$ cat src/e1_crc4_pkg.sv
package e1_crc4_pkg;

  // ==========================================================
  // Register port
  localparam int unsigned ADDR_W   = 4;
  localparam int unsigned DATA_W   = 16;
  localparam logic [3:0]  REG_CTRL = 4'h0;
  localparam logic [3:0]  REG_STAT = 4'h1;
  localparam logic [3:0]  REG_ERRS = 4'h2;

  // Control word, bit 0 is crc_enable
  typedef struct packed {
    logic tx_ebit_default;
    logic alarm_force_level;
    logic auto_alarm_off;
    logic interwork_disable;
    logic crc_enable;
  } ctrl_t;
  localparam logic [4:0] CTRL_RST = 5'h11;

  // Status word, bit 0 is multiframe_sync_lost
  typedef struct packed {
    logic ebit2_ok;
    logic ebit1_ok;
    logic tx_alarm;
    logic non_crc_mode;
    logic multiframe_sync_lost;
  } stat_t;

  // ==========================================================
  // Frame structure
  localparam int unsigned FRAME_US   = 125;
  localparam logic [6:0]  FAS_WORD   = 7'h1b;
  localparam logic [5:0]  MFAS_WORD  = 6'h0b;
  localparam logic [3:0]  MFAS_LAST  = 4'hb;
  localparam logic [2:0]  MFAS_SLOTS = 3'h6;
  localparam logic [3:0]  E1_FRAME   = 4'hd;
  localparam logic [7:0]  LAST_BIT   = 8'hff;

  // ==========================================================
  // Timing, counted in received frames
  localparam int unsigned MF_TIMEOUT_MS = 400;
  localparam int unsigned REFRAME_MS    = 8;
  localparam int unsigned WINDOW_MS     = 1000;
  localparam int unsigned MF_FRAMES     = 16;
  localparam logic [11:0] MF_TIMEOUT_FR = 12'(MF_TIMEOUT_MS * 1000 / FRAME_US);
  localparam logic [11:0] REFRAME_FR    = 12'(REFRAME_MS * 1000 / FRAME_US);
  localparam logic [11:0] FLICKER_FR    = 12'(MF_FRAMES);
  localparam logic [12:0] WINDOW_FR     = 13'(WINDOW_MS * 1000 / FRAME_US);
  localparam logic [9:0]  ERR_LIMIT     = 10'h392;
  localparam logic [9:0]  ERR_SAT       = 10'h3ff;

  typedef enum logic [1:0] {IW_SEARCH, IW_HOLD, IW_NONCRC, IW_SYNC} iw_state_t;

  // Serial remainder step: shift in by x^4, fold back with x + 1
  function automatic logic [3:0] crc_step(input logic [3:0] c, input logic d);
    logic fb;
    fb = d ^ c[3];
    crc_step = {c[2], c[1], c[0] ^ fb, fb};
  endfunction

endpackage

$ cat src/e1_crc4_mf.sv
// Notes on behaviour
// - Multiframe is sixteen frames, repeating every 2 ms
// - Word 001011 rides NFAS bit one, frames 1-11
// - Two submultiframes of eight frames each
// - Remainder over each transmit submultiframe, x^4+x+1
// - Remainder goes into next submultiframe's FAS bit one
// - Receive remainder checked against next submultiframe's C bits
// - E1/E2 in frames 13/15, zero means error
// - Checking needs CRC enabled and multiframe alignment
// - Over 914 errors per second forces reframe, only with interworking disabled
// - Timeout with interworking: stop checks, declare non-CRC
// - E-bits follow default until multiframe aligned
// - Interworking auto alarm: flicker 400 ms, then low
// - No interworking, alignment found: stop search, A low
// - Auto alarm off: A follows force level
// - FAS bits two-eight are 0011011, NFAS bit two 1
// - NFAS bit three carries the remote alarm
// - Alignment after two clean consecutive words, status 0
`timescale 1ns/1ns
`default_nettype none

module e1_crc4_mf
  import e1_crc4_pkg::*;
(
  input  wire logic              mclk,                 // 125 MHz clock
  input  wire logic              rst,                  // Async reset, high
  input  wire logic [ADDR_W-1:0] addr,                 // Register address
  input  wire logic [DATA_W-1:0] wdata,                // Register write data
  input  wire logic              wr_en,                // Write strobe
  input  wire logic              rd_en,                // Read strobe
  output logic      [DATA_W-1:0] rdata,                // Read data, next cycle
  input  wire logic              basic_sync,           // Basic alignment held
  input  wire logic              tx_bit_en,            // Transmit bit slot
  input  wire logic              tx_frame_start,       // First bit of a tx frame
  input  wire logic              tx_data,              // Payload bit to send
  output logic                   tx_bit,               // Line bit out
  input  wire logic              rx_bit_en,            // Receive bit slot
  input  wire logic              rx_frame_start,       // First bit of an rx frame
  input  wire logic              rx_data,              // Received line bit
  output logic                   reframe_req,          // Force basic search, pulse
  output logic                   multiframe_sync_lost, // 0 once aligned
  output logic                   non_crc_mode,         // Far end lacks CRC
  output logic                   tx_alarm              // Current A bit
);

  // ==========================================================
  // Declarations
  ctrl_t       ctrl_r, ctrl_nxt;
  logic [15:0] errs_r, errs_nxt;
  logic [15:0] rdata_r, rdata_nxt;
  stat_t       stat;

  logic [7:0]  tx_idx_r, tx_idx_nxt;
  logic [3:0]  tx_frame_r, tx_frame_nxt;
  logic [3:0]  tx_crc_r, tx_crc_nxt;
  logic [3:0]  tx_rem_r, tx_rem_nxt;
  logic        a_bit_r, a_bit_nxt;

  iw_state_t   state_r, state_nxt;
  logic [7:0]  rx_idx_r, rx_idx_nxt;
  logic [3:0]  rx_frame_r, rx_frame_nxt;
  logic        b1_r, b1_nxt;
  logic [4:0]  mfas_sh_r, mfas_sh_nxt;
  logic        cand_r, cand_nxt;
  logic        mf_lost_r, mf_lost_nxt;
  logic [11:0] tmr_r, tmr_nxt;
  logic [3:0]  rx_crc_r, rx_crc_nxt;
  logic [3:0]  rx_rem_r, rx_rem_nxt;
  logic [3:0]  c_coll_r, c_coll_nxt;
  logic        started_r, started_nxt;
  logic        valid_r, valid_nxt;
  logic [1:0]  e_ok_r, e_ok_nxt;
  logic [12:0] win_r, win_nxt;
  logic [9:0]  win_err_r, win_err_nxt;
  logic        reframe_r, reframe_nxt;
  logic        non_crc_r, non_crc_nxt;
  logic        err_evt;

  // ==========================================================
  // Register port
  always_comb
  begin
    ctrl_nxt  = ctrl_r;
    errs_nxt  = errs_r + {15'h0, err_evt};
    rdata_nxt = 16'h0;
    stat      = '{ebit2_ok: e_ok_r[1], ebit1_ok: e_ok_r[0], tx_alarm: a_bit_r,
                  non_crc_mode: non_crc_r, multiframe_sync_lost: mf_lost_r};
    if (wr_en && addr == REG_CTRL)
    begin
      ctrl_nxt = ctrl_t'(wdata[4:0]);
    end
    if (rd_en)
    begin
      unique case (addr)
        REG_CTRL: rdata_nxt = {11'h0, ctrl_r};
        REG_STAT: rdata_nxt = {11'h0, stat};
        REG_ERRS: rdata_nxt = errs_r;
        default:  rdata_nxt = 16'h0;
      endcase
    end
  end

  always_ff @(posedge mclk or posedge rst)
  begin
    if (rst)
    begin
      ctrl_r  <= ctrl_t'(CTRL_RST);
      errs_r  <= 16'h0;
      rdata_r <= 16'h0;
    end
    else
    begin
      ctrl_r  <= ctrl_nxt;
      errs_r  <= errs_nxt;
      rdata_r <= rdata_nxt;
    end
  end

  // ==========================================================
  // Transmit timeslot 0 builder
  always_comb
  begin
    logic [3:0] tf;
    logic [7:0] ti;
    logic       smf_go;
    logic [3:0] rem;
    logic       ebits_live;
    logic       cin;
    tf         = tx_frame_start ? tx_frame_r + 4'h1 : tx_frame_r;
    ti         = tx_frame_start ? 8'h0 : tx_idx_r + 8'h1;
    smf_go     = tx_frame_start && tf[2:0] == 3'h0;
    rem        = smf_go ? tx_crc_r : tx_rem_r;
    ebits_live = state_r == IW_SYNC && !mf_lost_r && ctrl_r.crc_enable;
    tx_idx_nxt   = tx_idx_r;
    tx_frame_nxt = tx_frame_r;
    tx_crc_nxt   = tx_crc_r;
    tx_rem_nxt   = tx_rem_r;
    tx_bit       = tx_data;
    if (ti == 8'h0)
    begin
      if (!ctrl_r.crc_enable)
        tx_bit = 1'b1;
      else if (!tf[0])
        tx_bit = rem[2'h3 - tf[2:1]];
      else if (tf[3:1] < MFAS_SLOTS)
        tx_bit = MFAS_WORD[3'h5 - tf[3:1]];
      else if (ebits_live)
        tx_bit = (tf == E1_FRAME) ? e_ok_r[0] : e_ok_r[1];
      else
        tx_bit = ctrl_r.tx_ebit_default;
    end
    else if (ti < 8'h8)
    begin
      if (!tf[0])
        tx_bit = FAS_WORD[3'h7 - ti[2:0]];
      else if (ti == 8'h1)
        tx_bit = 1'b1;
      else if (ti == 8'h2)
        tx_bit = a_bit_r;
    end
    cin = (ti == 8'h0 && !tf[0]) ? 1'b0 : tx_bit;
    if (tx_bit_en)
    begin
      tx_idx_nxt   = ti;
      tx_frame_nxt = tf;
      tx_crc_nxt   = crc_step(smf_go ? 4'h0 : tx_crc_r, cin);
      if (smf_go)
        tx_rem_nxt = tx_crc_r;
    end
  end

  always_ff @(posedge mclk or posedge rst)
  begin
    if (rst)
    begin
      tx_idx_r   <= LAST_BIT;
      tx_frame_r <= 4'hf;
      tx_crc_r   <= 4'h0;
      tx_rem_r   <= 4'h0;
    end
    else
    begin
      tx_idx_r   <= tx_idx_nxt;
      tx_frame_r <= tx_frame_nxt;
      tx_crc_r   <= tx_crc_nxt;
      tx_rem_r   <= tx_rem_nxt;
    end
  end

  // ==========================================================
  // Receive alignment, checking and interworking
  always_comb
  begin
    logic [3:0] rf;
    logic [7:0] ri;
    logic       smf_go;
    logic       hit;
    logic       cin;
    logic       err;
    rf  = rx_frame_start ? rx_frame_r + 4'h1 : rx_frame_r;
    ri  = rx_frame_start ? 8'h0 : rx_idx_r + 8'h1;
    smf_go = rx_frame_start && rf[2:0] == 3'h0;
    hit = {mfas_sh_r, b1_r} == MFAS_WORD;
    cin = (ri == 8'h0 && !rf[0]) ? 1'b0 : rx_data;
    err = c_coll_r != rx_rem_r;
    err_evt      = 1'b0;
    state_nxt    = state_r;
    rx_idx_nxt   = rx_idx_r;
    rx_frame_nxt = rx_frame_r;
    b1_nxt       = b1_r;
    mfas_sh_nxt  = mfas_sh_r;
    cand_nxt     = cand_r;
    mf_lost_nxt  = mf_lost_r;
    tmr_nxt      = tmr_r;
    rx_crc_nxt   = rx_crc_r;
    rx_rem_nxt   = rx_rem_r;
    c_coll_nxt   = c_coll_r;
    started_nxt  = started_r;
    valid_nxt    = valid_r;
    e_ok_nxt     = e_ok_r;
    win_nxt      = win_r;
    win_err_nxt  = win_err_r;
    reframe_nxt  = 1'b0;
    if (rx_bit_en)
    begin
      rx_idx_nxt   = ri;
      rx_frame_nxt = rf;
      if (ri == 8'h0)
        b1_nxt = rx_data;
      if (rx_frame_start)
      begin
        win_nxt = win_r + 13'h1;
        if (win_r == WINDOW_FR - 13'h1)
        begin
          win_nxt     = 13'h0;
          win_err_nxt = 10'h0;
          reframe_nxt = ctrl_r.interwork_disable && win_err_r > ERR_LIMIT;
        end
        if (state_r == IW_SEARCH)
        begin
          tmr_nxt = tmr_r + 12'h1;
          if (tmr_r % REFRAME_FR == REFRAME_FR - 12'h1)
            cand_nxt = 1'b0;
          if (tmr_r == MF_TIMEOUT_FR - 12'h1)
            state_nxt = ctrl_r.interwork_disable ? IW_HOLD : IW_NONCRC;
        end
      end
      // Search stops in non-CRC mode and once aligned
      if (ri == 8'h1 && (state_r == IW_SEARCH || state_r == IW_HOLD))
      begin
        if (rx_data)
          mfas_sh_nxt = {mfas_sh_r[3:0], b1_r};
        if (!cand_r && rx_data && hit)
        begin
          cand_nxt     = 1'b1;
          rx_frame_nxt = MFAS_LAST;
        end
        else if (cand_r && rf == MFAS_LAST)
        begin
          cand_nxt = 1'b0;
          if (rx_data && hit)
          begin
            mf_lost_nxt = 1'b0;
            state_nxt   = IW_SYNC;
          end
        end
      end
      if (state_r == IW_SYNC)
      begin
        rx_crc_nxt = crc_step(smf_go ? 4'h0 : rx_crc_r, cin);
        if (ri == 8'h0 && !rf[0])
          c_coll_nxt = smf_go ? {3'h0, rx_data} : {c_coll_r[2:0], rx_data};
        if (smf_go)
        begin
          rx_rem_nxt  = rx_crc_r;
          started_nxt = 1'b1;
          valid_nxt   = started_r;
          if (valid_r)
          begin
            e_ok_nxt[rf[3]] = !err;
            err_evt         = err;
          end
        end
      end
      if (err_evt && win_err_nxt != ERR_SAT)
        win_err_nxt = win_err_nxt + 10'h1;
    end
    // Loss of basic alignment or CRC off restarts the search and the checking
    if (!basic_sync || !ctrl_r.crc_enable)
    begin
      state_nxt   = IW_SEARCH;
      cand_nxt    = 1'b0;
      mf_lost_nxt = 1'b1;
      tmr_nxt     = 12'h0;
      started_nxt = 1'b0;
      valid_nxt   = 1'b0;
    end
    non_crc_nxt = state_nxt == IW_NONCRC;
    if (ctrl_r.auto_alarm_off)
      a_bit_nxt = ctrl_r.alarm_force_level;
    else if (!basic_sync)
      a_bit_nxt = 1'b1;
    else if (!ctrl_r.crc_enable)
      a_bit_nxt = 1'b0;
    else
    begin
      unique case (state_r)
        IW_SEARCH: a_bit_nxt = tmr_r % REFRAME_FR < FLICKER_FR;
        IW_HOLD:   a_bit_nxt = 1'b1;
        IW_NONCRC: a_bit_nxt = 1'b0;
        IW_SYNC:   a_bit_nxt = 1'b0;
      endcase
    end
  end

  always_ff @(posedge mclk or posedge rst)
  begin
    if (rst)
    begin
      state_r    <= IW_SEARCH;
      rx_idx_r   <= LAST_BIT;
      rx_frame_r <= 4'h0;
      b1_r       <= 1'b0;
      mfas_sh_r  <= 5'h0;
      cand_r     <= 1'b0;
      mf_lost_r  <= 1'b1;
      tmr_r      <= 12'h0;
      rx_crc_r   <= 4'h0;
      rx_rem_r   <= 4'h0;
      c_coll_r   <= 4'h0;
      started_r  <= 1'b0;
      valid_r    <= 1'b0;
      e_ok_r     <= 2'h3;
      win_r      <= 13'h0;
      win_err_r  <= 10'h0;
      reframe_r  <= 1'b0;
      non_crc_r  <= 1'b0;
      a_bit_r    <= 1'b1;
    end
    else
    begin
      state_r    <= state_nxt;
      rx_idx_r   <= rx_idx_nxt;
      rx_frame_r <= rx_frame_nxt;
      b1_r       <= b1_nxt;
      mfas_sh_r  <= mfas_sh_nxt;
      cand_r     <= cand_nxt;
      mf_lost_r  <= mf_lost_nxt;
      tmr_r      <= tmr_nxt;
      rx_crc_r   <= rx_crc_nxt;
      rx_rem_r   <= rx_rem_nxt;
      c_coll_r   <= c_coll_nxt;
      started_r  <= started_nxt;
      valid_r    <= valid_nxt;
      e_ok_r     <= e_ok_nxt;
      win_r      <= win_nxt;
      win_err_r  <= win_err_nxt;
      reframe_r  <= reframe_nxt;
      non_crc_r  <= non_crc_nxt;
      a_bit_r    <= a_bit_nxt;
    end
  end

  // ==========================================================
  // Outputs
  assign rdata                = rdata_r;
  assign reframe_req          = reframe_r;
  assign multiframe_sync_lost = mf_lost_r;
  assign non_crc_mode         = non_crc_r;
  assign tx_alarm             = a_bit_r;

endmodule

`default_nettype wire

$ cat config.mk
export PLATFORM = sky130hd
export DESIGN_NAME = e1_crc4_mf
export DESIGN_NICKNAME = d
export VERILOG_FILES = /design/src/e1_crc4_pkg.sv /design/src/e1_crc4_mf.sv
export SDC_FILE = /design/constraint.sdc
export NUM_CORES = 1
export LEC_CHECK = 0
export BUFFER_PORTS_ARGS = -buffer_cell sky130_fd_sc_hd__buf_2
export CAP_MARGIN = 40
export CORE_UTILIZATION = 60
export CTS_BUF_LIST = sky130_fd_sc_hd__clkbuf_8
export CTS_CLUSTER_SIZE = 16
export DETAILED_ROUTE_END_ITERATION = 6
export GPL_ROUTABILITY_DRIVEN = 0
export PLACE_DENSITY = 0.8
export REMOVE_ABC_BUFFERS = 1
export SLEW_MARGIN = 20
export SYNTH_ARGS = -nofsm -noshare
export SYNTH_HDL_FRONTEND = slang
export SYNTH_SLANG_ARGS = --single-unit
$ cat constraint.sdc
create_clock -name mclk -period 5.74 [get_ports mclk]
set_input_delay 0.574 -clock mclk [delete_from_list [all_inputs] [get_ports mclk]]
set_output_delay 0.574 -clock mclk [all_outputs]
set_load 0.005 [all_outputs]
[After elaboration in Yosys (flattened, before gate mapping)]
Memories as Yosys holds them, arrays and structs flattened.
Index checks and enable logic that the tools add are counted.
Widths: inputs -> output; s select.
Storage, ports and cells
  RAM bits: 0
  output and inout port bits: 21
  memories kept: 2
  latch bits: 0
  register bits: 133
  memory bits (read-only): 16
Operators by class
  equal/unequal tests: 18
  $lt $le $gt $ge: 9
  $mul: 0
  muxes and demuxes: 84
  bitwise gates (word level): 4
  shift-type cells: 0
  reductions and logical operators: 49
  add/subtract/negate cells: 11
  divide/modulo/power cells: 0
Memories
  (name not given): depth 8, bits a word 1, read ports 1, clocked after Yosys merged registers in 0, wr ports 0, line e1_crc4_mf.sv:155  | tx_bit = FAS_WORD[3'h7 - ti[2:0]];
  (name not given): depth 8, bits a word 1, read ports 1, clocked after Yosys merged registers in 0, wr ports 0, line e1_crc4_mf.sv:146  | tx_bit = MFAS_WORD[3'h5 - tf[3:1]];
Operators with widths (count)
  $mux 1: 49
  $mux 12: 4
  $pmux 16 s3: 1
  $mux 10: 4
  $mux 4: 8
  $mux 2: 10
  $add 16x1->16: 1
  $add 8x1->8 const B: 2
  $eq 8x1->1 const B: 2
  $logic_not 8->1: 2
  $mux 16: 1
  $mux 8: 2
  $reduce_bool 2->1: 8
  $logic_and 1x1->1: 15
  $reduce_and 3->1: 5
  $add 13x1->13 const B: 1
  $eq 13x13->1 const B: 1
  $mux 13: 1
  $add 12x1->12 const B: 1
  $eq 12x12->1 const B: 1
  $add 10x1->10 const B: 1
  $gt 10x10->1 const B: 1
  $ne 10x10->1 const B: 1
  $add 4x1->4 const B: 2
  33 further kinds: 51

[Depth between registers and ports, before layout]
Gate-level depths: netlist (run 1).
  depth in word-level cells: 13
  gate-level depth with buffers: 13

[Least setup slack after synthesis (run 1)]
OpenSTA, ideal clock, no wires.
  kind: in2out
  start: in tx_frame_start
  end: out tx_bit
  stages on the path: 10
  slack: 2.569 ns
  arrival: 2.597 ns
  path through: clkbuf_1 > clkbuf_1 > nand4_1 > xnor2_1 > ha_1 > nand2b_1 > a311oi_1 > a311oi_1 > a22oi_1 > a211o_1
Between the ends
  longest elaborated chain between the ends: 9
  elaborated cells between the ends (all ways): 30
RTL lines
  start, declared: line e1_crc4_mf.sv:34  | input wire logic tx_frame_start,
  branches (longest 8 deep; another with $sub 3x3->3)
  $mux 1 (*): line e1_crc4_mf.sv:139  | if (ti == 8'h0)
  end, declared: line e1_crc4_mf.sv:36  | output logic tx_bit,
Every way passes the cells marked *. The select of a mux whose other input is x is not followed.

[Worst setup path in the final report (run 1)]
  start: reg tx_frame_r[0]
  end: out tx_bit
Between the ends
  longest elaborated chain between the ends: 10
  elaborated cells between the ends (all ways): 21
RTL lines
  start, declared: line e1_crc4_mf.sv:54  | logic [3:0] tx_frame_r, tx_frame_nxt;
  start signal, assigned: line e1_crc4_mf.sv:184  | tx_frame_r <= tx_frame_nxt;
  $add 4x1->4: line e1_crc4_mf.sv:129  | tf = tx_frame_start ? tx_frame_r + 4'h1 : tx_frame_r;
  $mux 4 (*): line e1_crc4_mf.sv:129
  branches (longest 7 deep; another with $sub 3x3->3)
  $mux 1 (*): line e1_crc4_mf.sv:139
Marks and branches as above.

==> flow_results.org, run 1 <==
** Outcome
- The run finished with clean final reports.

** Pwr
- Registers are responsible for between 40% and 50% of the overall power.
- Combinational cells account for just under 20% of the total power.
- Leakage power :: about 3.4 nW
- Portion of total power attributed to the clock network :: a little over a third
- The internal power of the cells totals about 1.9 mW.
- Net switching is 28.8% of the power.
- Cell Pwr Density :: around 350 nW/um^2
- Across the VDD grid, the largest voltage drop is between 300 and 400 uV.
- For this design the total switching power over the nets is approximately 0.77 mW.

** Layout
- Relative to the synthesized area, the layout overhead comes to 11.2%.
- Share of layout cells above drive strength 1 :: about a fifth
- Net count reported at finish :: around 760
- Once layout is complete, the cells apart from fillers number a little under 900.
- The number of antenna diodes in the final layout is 0.
- Post-route core utilization :: between 60% and 70%

** Yosys
- EDFF count, synth :: 0
- Sequential area share after synthesis :: between 40% and 50%
- Counting flops and latches in the post-synthesis netlist gives 133.
- Synthesized area :: 6890 um^2
- In this run the mean area of a mapped cell was 10.0 um^2.
- By instance count, the leading cell after synthesis is dfrtp_1.
- Commonest cells in the netlist :: dfrtp_1, nand2_1, nor2_1
- Leading cell types by total area after synthesis :: dfrtp_1, dfstp_2, nand2_1, xnor2_1, mux2_2
- Prevailing post-synth register cell :: dfrtp_1
- In the synthesized netlist, the number of instances is approximately 690.
- Netlist cell types :: 70
- FFs w/ async S/R, synth :: 100%
- The top cell type by area accounts for 38.9% of the synthesized area.
- Of all cell types, the one taking the most synthesized area is dfrtp_1.
- The Yosys step of the flow raised 0 warnings.

** Clocking
- Setup fix buffers added after clock tree synthesis :: 0
- Counting every sink on the clock net gives 133.
- Clock tree synthesis inserted a total of 17 buffers.
- H-tree level count :: 4
- Hold buffer count at cts :: 0
- Clock transition time at the flip-flop clock pins of the worst setup and hold paths :: about 80 ps
- Clock latency on the worst-skew pair, taken at its later pin, is ~450 ps.
- Root buffer cell :: clkbuf_8
- Clock tree from TritonCTS :: built
- Post-cts sizing count :: 0
- Buffers from clock root to sink, at most :: 2

** Worst setup path
- Required arrival time at the worst endpoint :: 5170 ps
- Worst path max stage delay :: between 600 and 700 ps
- The worst setup path is launched from a flop.
- Critical Path Slowest Stage Cell :: dfstp_2
- Arrival time of data at the critical path endpoint :: roughly 3200 ps
- Class of the most critical setup path :: reg2out
- The critical path goes through ha_1 > nand2_1 > xnor2_1 > ha_1 > nand2b_1 > a311oi_1 > a311oi_1 > a22oi_1 > a211o_1 > buf_2.
- The worst setup path is captured at an output port.
- Critical path peak fanout :: 12

** Placement
- Dpl hpwl :: ~9400 um
- Buffers placed on the I/O ports in this run total 40.
- Placed insts :: around 840

** Floorplanning
- Measured along the x axis, the die boundary spans approximately 110 um.
- Row generation in the floorplan step produced 38 rows.
- The die covers around 12,000 um^2.
- The core region is about 11,000 um^2.
- The die is roughly 110 um tall.
- Num ports :: 52
- Starting Density :: between 60% and 70%

** Global routing
- The number of global-route vias before repair is around 5,000.
- Total grt overflow :: 0
- The number of antenna violations at the first check in global routing was 0.
- The first global-routing pass estimated 23,100 um of wire.
- Largest net degree at the start of global routing :: 55
- All-Layer GR Usage :: 25.3%

** Timing
- The clock period could shrink to around 3700 ps.
- Slew @ Worst Pin :: ~670 ps
- Final hold viol count :: 0
- Setup repair after global routing left no endpoint under its margin.
- Finish-stage setup viols :: 0
- Headroom to the max-slew limit :: between 50% and 60%
- The clock arrives with between 9 and 10 ps of skew.
- The max-slew violation total from the final report was 0.
- Max Fclk :: 268 MHz
- Adding up every negative setup slack in the final design gives 0 ps.
- After layout, the worst path uses 65.0% of the clock period.

** Drt
- Total number of vias :: between 5,000 and 6,000
- Highest signal layer in the routed design :: met4
- Routed wl met2 :: 6690 um
- Iteration count of the initial detailed-routing pass :: 5
- Wl on met1 :: between 6000 and 7000 um
- Detailed-route wire length :: around 14,000 um
- Dividing the detail-routed wire length by the instance count gives between 15 and 20 um.
- The routed design uses 696 um of met3 wire.
- For this block, the initial DRC count from the detailed router was 375.
- Post-route antenna net violation count :: 0
- In the routed layout, each cell is associated on average with a via count of roughly 6.0.
- After detailed routing, the number of remaining DRC violations is 0.

** Hold path
- Worst min-delay path category :: in2async

** Job
- The tool flagged a number of max-cap violations equal to 0.
==> state kept, by name (all words and copies together) (netlist names), 2 cells and up <==
signal / count
errs_r: 16
rdata: 16
win_r: 13
tmr_r: 12
win_err_r: 10
rx_idx_r: 8
tx_idx_r: 8
ctrl_r: 5
mfas_sh_r: 5
c_coll_r: 4
rx_crc_r: 4
rx_frame_r: 4
rx_rem_r: 4
tx_crc_r: 4
tx_frame_r: 4
tx_rem_r: 4
e_ok_r: 2
state_r: 2
==> power by group through the flow <==
stage | Sequential [mW] | Clock [mW] | Combinational (mW)
after floorplan | 1.16 | 0 | 0.410
after global placement | 1.19 | 0 | 0.488
after detailed placement | 1.20 | 0 | 0.518
after CTS | 1.18 | 0.967 | 0.522
after global routing | 1.20 | 1.01 | 0.582
final | 1.19 | 0.950 | 0.523
==> critical path: cells and delay by family (launching register included) <==
family / cells / cell delay, ps
compound gates: 4 / 1020
xor+xnor: 1 / 240
fa+ha+maj: 2 / 520
buf+inv: 1 / 120
flops: 1 / 650
simple gates: 2 / 150
==> layout by cell type, fill, tap and decap left out, types with 7 or more instances in the layout <==
cell / count
a31oi_1: 7
or3_1: 9
and3_1: 12
nand2_1: 80
and2_1: 16
xnor2_1: 32
o31ai_1: 7
nor2_1: 58
a21oi_1: 22
nand4_1: 15
mux2i_1: 15
xor2_1: 24
nand3_1: 31
nor3_1: 16
ha_1: 10
mux2_2: 21
dfstp_2: 26
inv_1: 19
o21ai_0: 26
dfrtp_1: 107
buf_2: 42
clkbuf_8: 19
==> per-stage QoR <==
step / setup slack, ps / cell area [um^2] / hold WS, ps / power (mW)
2_1_floorplan: 1650 / 6770 / 438 / 1.58
3_3_place_gp: 2170 / 7160 / 452 / 1.68
3_5_place_dp: 2110 / 7160 / 459 / 1.72
4_1_cts: 2010 / 7650 / 131 / 2.67
5_1_grt: 1770 / 7660 / 150 / 2.79
6_report: 2010 / 7660 / 148 / 2.66
==> cell families (layout without fill, tap and decap cells) <==
kind of cell	after synthesis	in the layout	synth area share (%)
AND/OR/NAND/NOR	282	282	21.3
flip-flops	133	133	48.8
AO/OA/AOI/OAI	116	116	11.4
XOR/XNOR	56	56	7.12
buffers and inverters	48	97	2.92
multiplexers	41	41	6.63
adder cells (fa/ha/maj)	10	10	1.82
==> layout make-up <==
| class | instances | area [um^2] |
|---|---|---|
| clock buffer | 19 | 262 |
| clock inverter | 13 | 228 |
| fill | 797 | 3370 |
| inverter | 21 | 81.3 |
| multi-input combinational | 505 | 3330 |
| sequential | 133 | 3360 |
| tap | 140 | 175 |
| timing repair buffer | 44 | 225 |
==> path summary, 6_finish.rpt <==
path / slack (ps) / endpoint / startpoint / cells after the start
worst max-delay path: 2010 / tx_bit / tx_frame_r[0]$_DFFE_PP1P_ / 10
worst min-delay path: 150 / c_coll_r[3]$_DFFE_PP0P_ / rst / 2
worst max register to register: 2320 / errs_r[14]$_DFF_PP0_ / rx_frame_r[0]$_DFFE_PP0P_ / 10
worst min register to register: 470 / errs_r[15]$_DFF_PP0_ / errs_r[15]$_DFF_PP0_ / 1
max in group asynchronous: 4550 / win_err_r[7]$_DFFE_PP0P_ / rst / 3
min in group mclk: 360 / ctrl_r[0]$_DFFE_PP1P_ / wdata[0] / 3
==> routing by layer <==
| metal | vias to the layer above | track usage (%) |
|---|---|---|
| met2 | 156 | 41.4 |
| met5 | - | 0 |
| li1 | 2526 | - |
| met3 | 29 | 6.99 |
| met4 | 0 | 10.2 |
| met1 | 2547 | 31.6 |
(Power assumes the default switching activity.)
==> run 2: changes to the inputs <==
--- a/config.mk
+++ b/config.mk
@@ -7,12 +7,12 @@
 export LEC_CHECK = 0
 export BUFFER_PORTS_ARGS = -buffer_cell sky130_fd_sc_hd__buf_2
 export CAP_MARGIN = 40
-export CORE_UTILIZATION = 60
+export CORE_UTILIZATION = 56
 export CTS_BUF_LIST = sky130_fd_sc_hd__clkbuf_8
 export CTS_CLUSTER_SIZE = 16
 export DETAILED_ROUTE_END_ITERATION = 6
 export GPL_ROUTABILITY_DRIVEN = 0
-export PLACE_DENSITY = 0.8
+export PLACE_DENSITY = 0.78
 export REMOVE_ABC_BUFFERS = 1
 export SLEW_MARGIN = 20
 export SYNTH_ARGS = -nofsm -noshare
==> constraint.sdc (replaced) <==
create_clock -name mclk -period 3.4 [get_ports mclk]
set_input_delay 0.34 -clock mclk [delete_from_list [all_inputs] [get_ports mclk]]
set_output_delay 0.34 -clock mclk [all_outputs]
set_load 0.005 [all_outputs]
==> flow_results.org, run 2 (synthesis gave the netlist of run 1 again) <==
** Floorplanning
- Die Span X :: about 110 um
- Die H :: ~110 um
- The floorplan has 40 rows.
- Num ports :: between 50 and 60
- Starting Density :: 57.3%
- The total area inside the core boundary comes to ~12,000 um^2.
- The die covers 12,700 um^2.

** Pwr
- Total power for the finished layout comes to about 4.2 mW.
- Leakage power :: between 3 and 4 nW
- Cell Pwr Density :: 545 nW/um^2
- IR analysis of the VDD net gives a maximum drop of 389 uV.

** Drt
- Total number of vias :: about 5,200
- Initial DRC Count :: approximately 300
- Number of vias per cell :: a little under 6
- In the final routed layout, each cell accounts on average for ~15 um.
- Detailed-route wire length :: 13,600 um
- For this run, the detailed router's first-pass iteration total came to 5.
- Number of DRC violations after detailed routing :: 0
- The detail route stage leaves a number of antenna-violating nets equal to 0.

** Global routing
- Entering global routing, the biggest net connects 95 pins.
- For this run, the total global-route usage over all layers was measured as 23.0%.
- Total grt overflow :: 0
- The first global-routing pass estimated around 23,000 um of wire.
- The number of global-route vias before repair is about 5,100.
- The number of antenna violations at the first check in global routing was 0.

** Hold path
- The worst hold path terminates at ctrl_r[1]$_DFFE_PP0P_.
- The min-delay analysis places its worst path in the category in2reg.
- Hold Path Depth :: 3
- The worst hold path begins at wdata[1].

** Worst setup path
- STA puts the critical path data arrival time at approximately 3500 ps.
- In this run the worst path has a maximum fanout of 6.
- Data on the critical path is required at its endpoint by ~3800 ps.
- In this run the critical register-to-register path is launched from rx_frame_r[1]$_DFFE_PP0P_.
- In this run the register-to-register setup slack is around 240 ps.
- The critical path is of the reg2reg type.
- For the worst flop-to-flop path, the logic depth is 10.
- In this run the critical register-to-register path is captured at errs_r[14]$_DFF_PP0_.
- Crit path capture type :: flop
- Critical Path Start Type :: flop

** Timing
- Dividing the final minimum period by the clock period gives just over 90%.
- The worst path in the final design needs a cycle of between 3000 and 4000 ps, including I/O delays and setup.
- Unrepaired setup endpoints after global routing :: no
- For the pin with the worst max-slew slack, the measured transition is ~770 ps.
- The max-slew violation total from the final report is 0.
- Final hold viol count :: 0
- In this run the tightest slew margin relative to its limit is between 40% and 50%.
- Max Fclk :: approximately 320 MHz
- Setup violations remaining at the end of the flow were counted as 0.
- The clock arrives with around 13 ps of skew.

** Layout
- Fin cells :: between 800 and 900
- Filler cell count :: between 900 and 1,000
- Of the cells placed in the final design, the portion with a size suffix greater than 1 is 19.5%.
- Most frequent standard cell in the layout excluding fill and tap cells :: dfrtp_1
- The top cell types in the final layout, fill and taps aside, are dfrtp_1, nand2_1, nor2_1.
- Number of diodes added for antenna fixing :: 0
- The area growth from synthesis to layout is 11.1%.
- After the last flow step, the layout net total stands at just under 800.

** Placement
- During placement, the flow inserted port buffers numbering 40.
- Placed insts :: 854
- Summed over all nets, the half-perimeter wirelength after detailed placement is about 9500 um.

** Clocking
- The root buffer cell chosen for the clock tree is clkbuf_8.
- H-tree level count :: 4
- Clock Sink Count :: 133
- Buffers from clock root to sink, at most :: 2
- Source-to-sink clock delay at the later pin of the worst-skew pair :: about 440 ps
- In this run, CTS created clock tree buffers numbering 17.
- Clock tree from TritonCTS :: built
- Clock transition time at the flip-flop clock pins of the worst setup and hold paths :: roughly 80 ps

** Job
- Reported max-cap violation count :: 0

** Outcome
- Status :: completed
[run 2: critical path: stages (launching register included)]
cell,delay [ps]
dfrtp_1,430
ha_1,350
or3_1,410
or4_4,590
inv_1,100
ha_1,240
ha_1,260
nand2_1,100
or2_2,320
nor2_1,140
xor2_1,150
[run 2: final cells by class]
cell class              instances  area [um^2]  area share [%]
repair buffers                 52          305            3.99
well taps                     147          184            2.40
inverters                      21         81.3            1.06
clock buffers                  19          262            3.42
clock inverters                13          110            1.44
multi-input cells             505         3350            43.8
flip-flops and latches        133         3360            43.9
[run 2: stage by stage]
step           TNS, ps  utilization [%]  area [um^2]  hold slack [ps]  setup WS (ps)
2_1_floorplan   -48300                -         6770              389           -451
3_3_place_gp         0             60.1         7220              399            381
3_5_place_dp         0             60.1         7220              412            245
4_1_cts              0             63.4         7610              105           47.3
5_1_grt              0             63.7         7650              123           70.7
6_report             0             63.7         7650              137            238
[run 2: power by group]
part,switching (mW),leakage [nW],total (mW),internal [mW]
clock network,0.604,0.185,1.21,0.610
logic,0.509,1.49,0.973,0.464
registers,0.184,1.71,1.98,1.80
[run 2: worst max-delay path by stage]
stage,start,to,slack [ps],depth (start not counted)
3_3_place_gp,rx_frame_r[1]$_DFFE_PP0P_,errs_r[12]$_DFF_PP0_,380,10
4_1_cts,tx_frame_r[0]$_DFFE_PP1P_,tx_bit,50,10
5_1_grt,tx_frame_r[1]$_DFFE_PP1P_,tx_bit,70,10
3_5_place_dp,rx_frame_r[1]$_DFFE_PP0P_,errs_r[14]$_DFF_PP0_,240,10
6_report,rx_frame_r[1]$_DFFE_PP0P_,errs_r[14]$_DFF_PP0_,240,10
2_1_floorplan,rst,b1_r$_DFFE_PP0P_,-450,1
[run 2: timing repair]
| action | in CTS | in global routing |
|---|---|---|
| setup buffers | 0 | 3 |
| hold endpoints to repair | 33 | 0 |
| pin swaps | 0 | 1 |
| gates resized for setup | 1 | 2 |
| endpoints found under the setup margin | 1 | 1 |
| hold buffers | 1 | 0 |
[run 2: routing by layer]
layer  vias to the layer above  GRT usage, %  part of all wire, %
li1                       2536             -                    -
met1                      2561          28.5                   45
met2                       116          39.5                   50
met3                        20          5.68                  3.8
met4                         0          8.16                  1.6
met5                         -             0                    0
==> run 3: changes to the inputs <==
--- a/config.mk
+++ b/config.mk
@@ -13,7 +13,6 @@
 export DETAILED_ROUTE_END_ITERATION = 6
 export GPL_ROUTABILITY_DRIVEN = 0
 export PLACE_DENSITY = 0.78
-export REMOVE_ABC_BUFFERS = 1
 export SLEW_MARGIN = 20
 export SYNTH_ARGS = -nofsm -noshare
 export SYNTH_HDL_FRONTEND = slang
==> flow_results.org, run 3 (synthesis gave the netlist of run 1 again) <==
** Outcome
- Status :: completed

** Layout
- The post-route netlist has roughly a fifth of its cells at a drive strength greater than 1.
- Fill cells in the final layout number about 990.
- Synth-to-Final Area Change :: 11.5%
- Number of diodes added for antenna fixing :: 0
- For this run, the number of standard cells in the final layout without fillers is approximately 890.
- Final standard cell area without fillers :: about 7700 um^2
- In the layout the commonest cells are dfrtp_1, nand2_1, nor2_1.
- Post-route core utilization :: a little under two thirds
- Most frequent standard cell in the layout excluding fill and tap cells :: dfrtp_1
- Net count reported at finish :: roughly 770

** Clocking
- Counting the buffers created by CTS gives 17.
- Clock transition time at the flip-flop clock pins of the worst setup and hold paths :: around 70 ps
- The clock tree synthesis step divided the H-tree into 4 levels.
- The later pin in the worst-skew pair is clocked with a latency of approximately 460 ps.
- Root buffer cell :: clkbuf_8
- Clock tree from TritonCTS :: built
- The longest clock path from root to sink contains 2 buffers.
- The tree built by TritonCTS fans out to 133 sinks.

** Yosys
- The number of nets in the synthesized netlist is between 700 and 800.

** Timing
- Measured against its own limit, the worst slew margin works out to 46.2%.
- Finish-stage setup viols :: 0
- Final Cycle Share :: 94.1%
- Summed over all failing endpoints, the final setup total negative slack is 0 ps.
- The number of hold-slack violations in the final timing report came to 0.
- After layout, the worst setup slack is 200 ps.
- Setup repair after global routing left no endpoint under its margin.
- Final Max Tran Viols :: 0
- Hold is met by about 110 ps.
- Max Fclk :: between 300 and 400 MHz
- For the final database, setup skew stands at roughly 10 ps.
- For the pin with the worst max-slew slack, the measured transition is 805 ps.
- Minimum clock period after layout :: about 3200 ps

** Worst setup path
- Critical path peak fanout :: 6
- STA puts the critical path data arrival time at between 2000 and 3000 ps.
- The signal on the critical path passes through ha_1 > nand2_1 > xnor2_2 > ha_1 > nand2b_1 > a311oi_1 > a311oi_2 > a22oi_1 > a211o_1 > buf_2.
- Buffers and inverters on the worst path :: 1
- At the worst endpoint, the required time is slightly above 3000 ps.
- The worst setup path is captured at an output port.
- Critical Path Start Type :: flop
- By instance count, the cell type seen most on the critical path is ha_1.
- Worst path max stage delay :: around 600 ps
- Class of the most critical setup path :: reg2out
- Among cell families on the critical path, the largest total delay comes from compound AO/OA/AOI/OAI gates.
- Critical Path Slowest Stage Cell :: dfstp_2

** Drt
- Detailed-route wire length :: ~14,000 um
- Detailed routing inserted a total of between 5,000 and 6,000 vias.
- The first routing iteration left 359 violations.
- Number of vias per cell :: roughly 5.9
- Iteration count of the initial detailed-routing pass :: 5
- In the final routed layout, each cell accounts on average for ~15 um.
- Number of DRC violations after detailed routing :: 0
- Post-route antenna net violation count :: 0

** Placement
- Placed insts :: between 800 and 900
- Dpl hpwl :: 9610 um
- In this run the cell area measured after placement is 7250 um^2.
- Before CTS, the worst setup slack after placement is 293 ps.
- Number of buffers added on ports :: 40

** Global routing
- After global routing the overflow that remains totals 0.
- All-Layer GR Usage :: a little under a quarter
- The number of global-route vias before repair was about 5,100.
- Antenna violations before repair :: 0
- The first global-routing pass estimated ~23,000 um of wire.
- Entering global routing, the biggest net connects 70 pins.

** Floorplanning
- Pin placement for this block handled between 50 and 60 I/O pins.
- Starting Density :: a little under three fifths
- The floorplan has 40 rows.
- In this run the horizontal extent of the chip is ~110 um.
- Area of the core :: 12,000 um^2
- Die H :: around 110 um
- Die Footprint :: approximately 13,000 um^2

** Pwr
- In this run, the clock network consumes a little under a third of the power.
- Largest voltage drop on the vdd net :: approximately 370 uV
- Total power :: about 4.2 mW
- Sequential share of power :: a little under half
- For this design the ratio of total power to cell area is 547 nW/um^2.
- Switching power total :: roughly 1.3 mW
- Combinational Power Share :: between 20% and 30%
- Of the total power, the share spent switching nets is between 30 and 40%.
- The internal portion of the total power is 2.92 mW.
- Summed over all cells, the static leakage comes to ~3.4 nW.

** Job
- Reported max-cap violation count :: 0

** Hold path
- Worst min-delay path category :: in2reg
run 3: repair_timing:
action,4_1_cts,5_1_grt
endpoints found under the setup margin,1,1
gates resized for setup,2,0
hold buffers,1,0
gates cloned,0,0
setup buffers,0,3
hold endpoints to repair,2,0
pin swaps,0,1
run 3: metal layers:
layer | routed length, um | global-route usage [%]
met5 | 0 | 0
met4 | 205 | 9.47
met3 | 659 | 5.78
met2 | 6740 | 39.2
met1 | 6060 | 28.6
run 3: worst register-to-register path, delay by kind of cell (launching register included):
| family | cells | cell delay, ps |
|---|---|---|
| flops | 1 | 440 |
| fa+ha+maj | 3 | 840 |
| buf+inv | 1 | 90 |
| xor+xnor | 1 | 150 |
| simple gates | 5 | 1540 |
run 3: cell type report:
cell class                 count  area (um^2)  area share (%)
timing repair buffer          54          333            4.33
clock buffer                  18          248            3.22
inverter                      21         82.6            1.07
clock inverter                13          135            1.76
tap                          147          184            2.39
multi-input combinational    505         3340            43.5
sequential                   133         3360            43.7
run 3: final timing paths:
path / from / to / slack [ps] / depth (start not counted)
worst max-delay path: tx_frame_r[1]$_DFFE_PP1P_ / tx_bit / 200 / 10
worst min-delay path: wdata[2] / ctrl_r[2]$_DFFE_PP0P_ / 110 / 2
worst max register to register: rx_frame_r[1]$_DFFE_PP0P_ / errs_r[14]$_DFF_PP0_ / 260 / 10
worst min register to register: errs_r[15]$_DFF_PP0_ / errs_r[15]$_DFF_PP0_ / 480 / 1
max in group asynchronous: rst / rx_idx_r[1]$_DFFE_PP1P_ / 2440 / 4
min in group asynchronous: rst / win_r[12]$_DFFE_PP0P_ / 340 / 3
run 3: power by group through the flow:
stage,clock network (mW),logic (mW),registers (mW)
finish,1.28,0.947,1.98
global route,1.37,1.07,2.00
CTS,1.30,0.913,1.99
detailed placement,0,0.885,2.01
global placement,0,0.839,2.00
floorplan,0,0.749,1.94
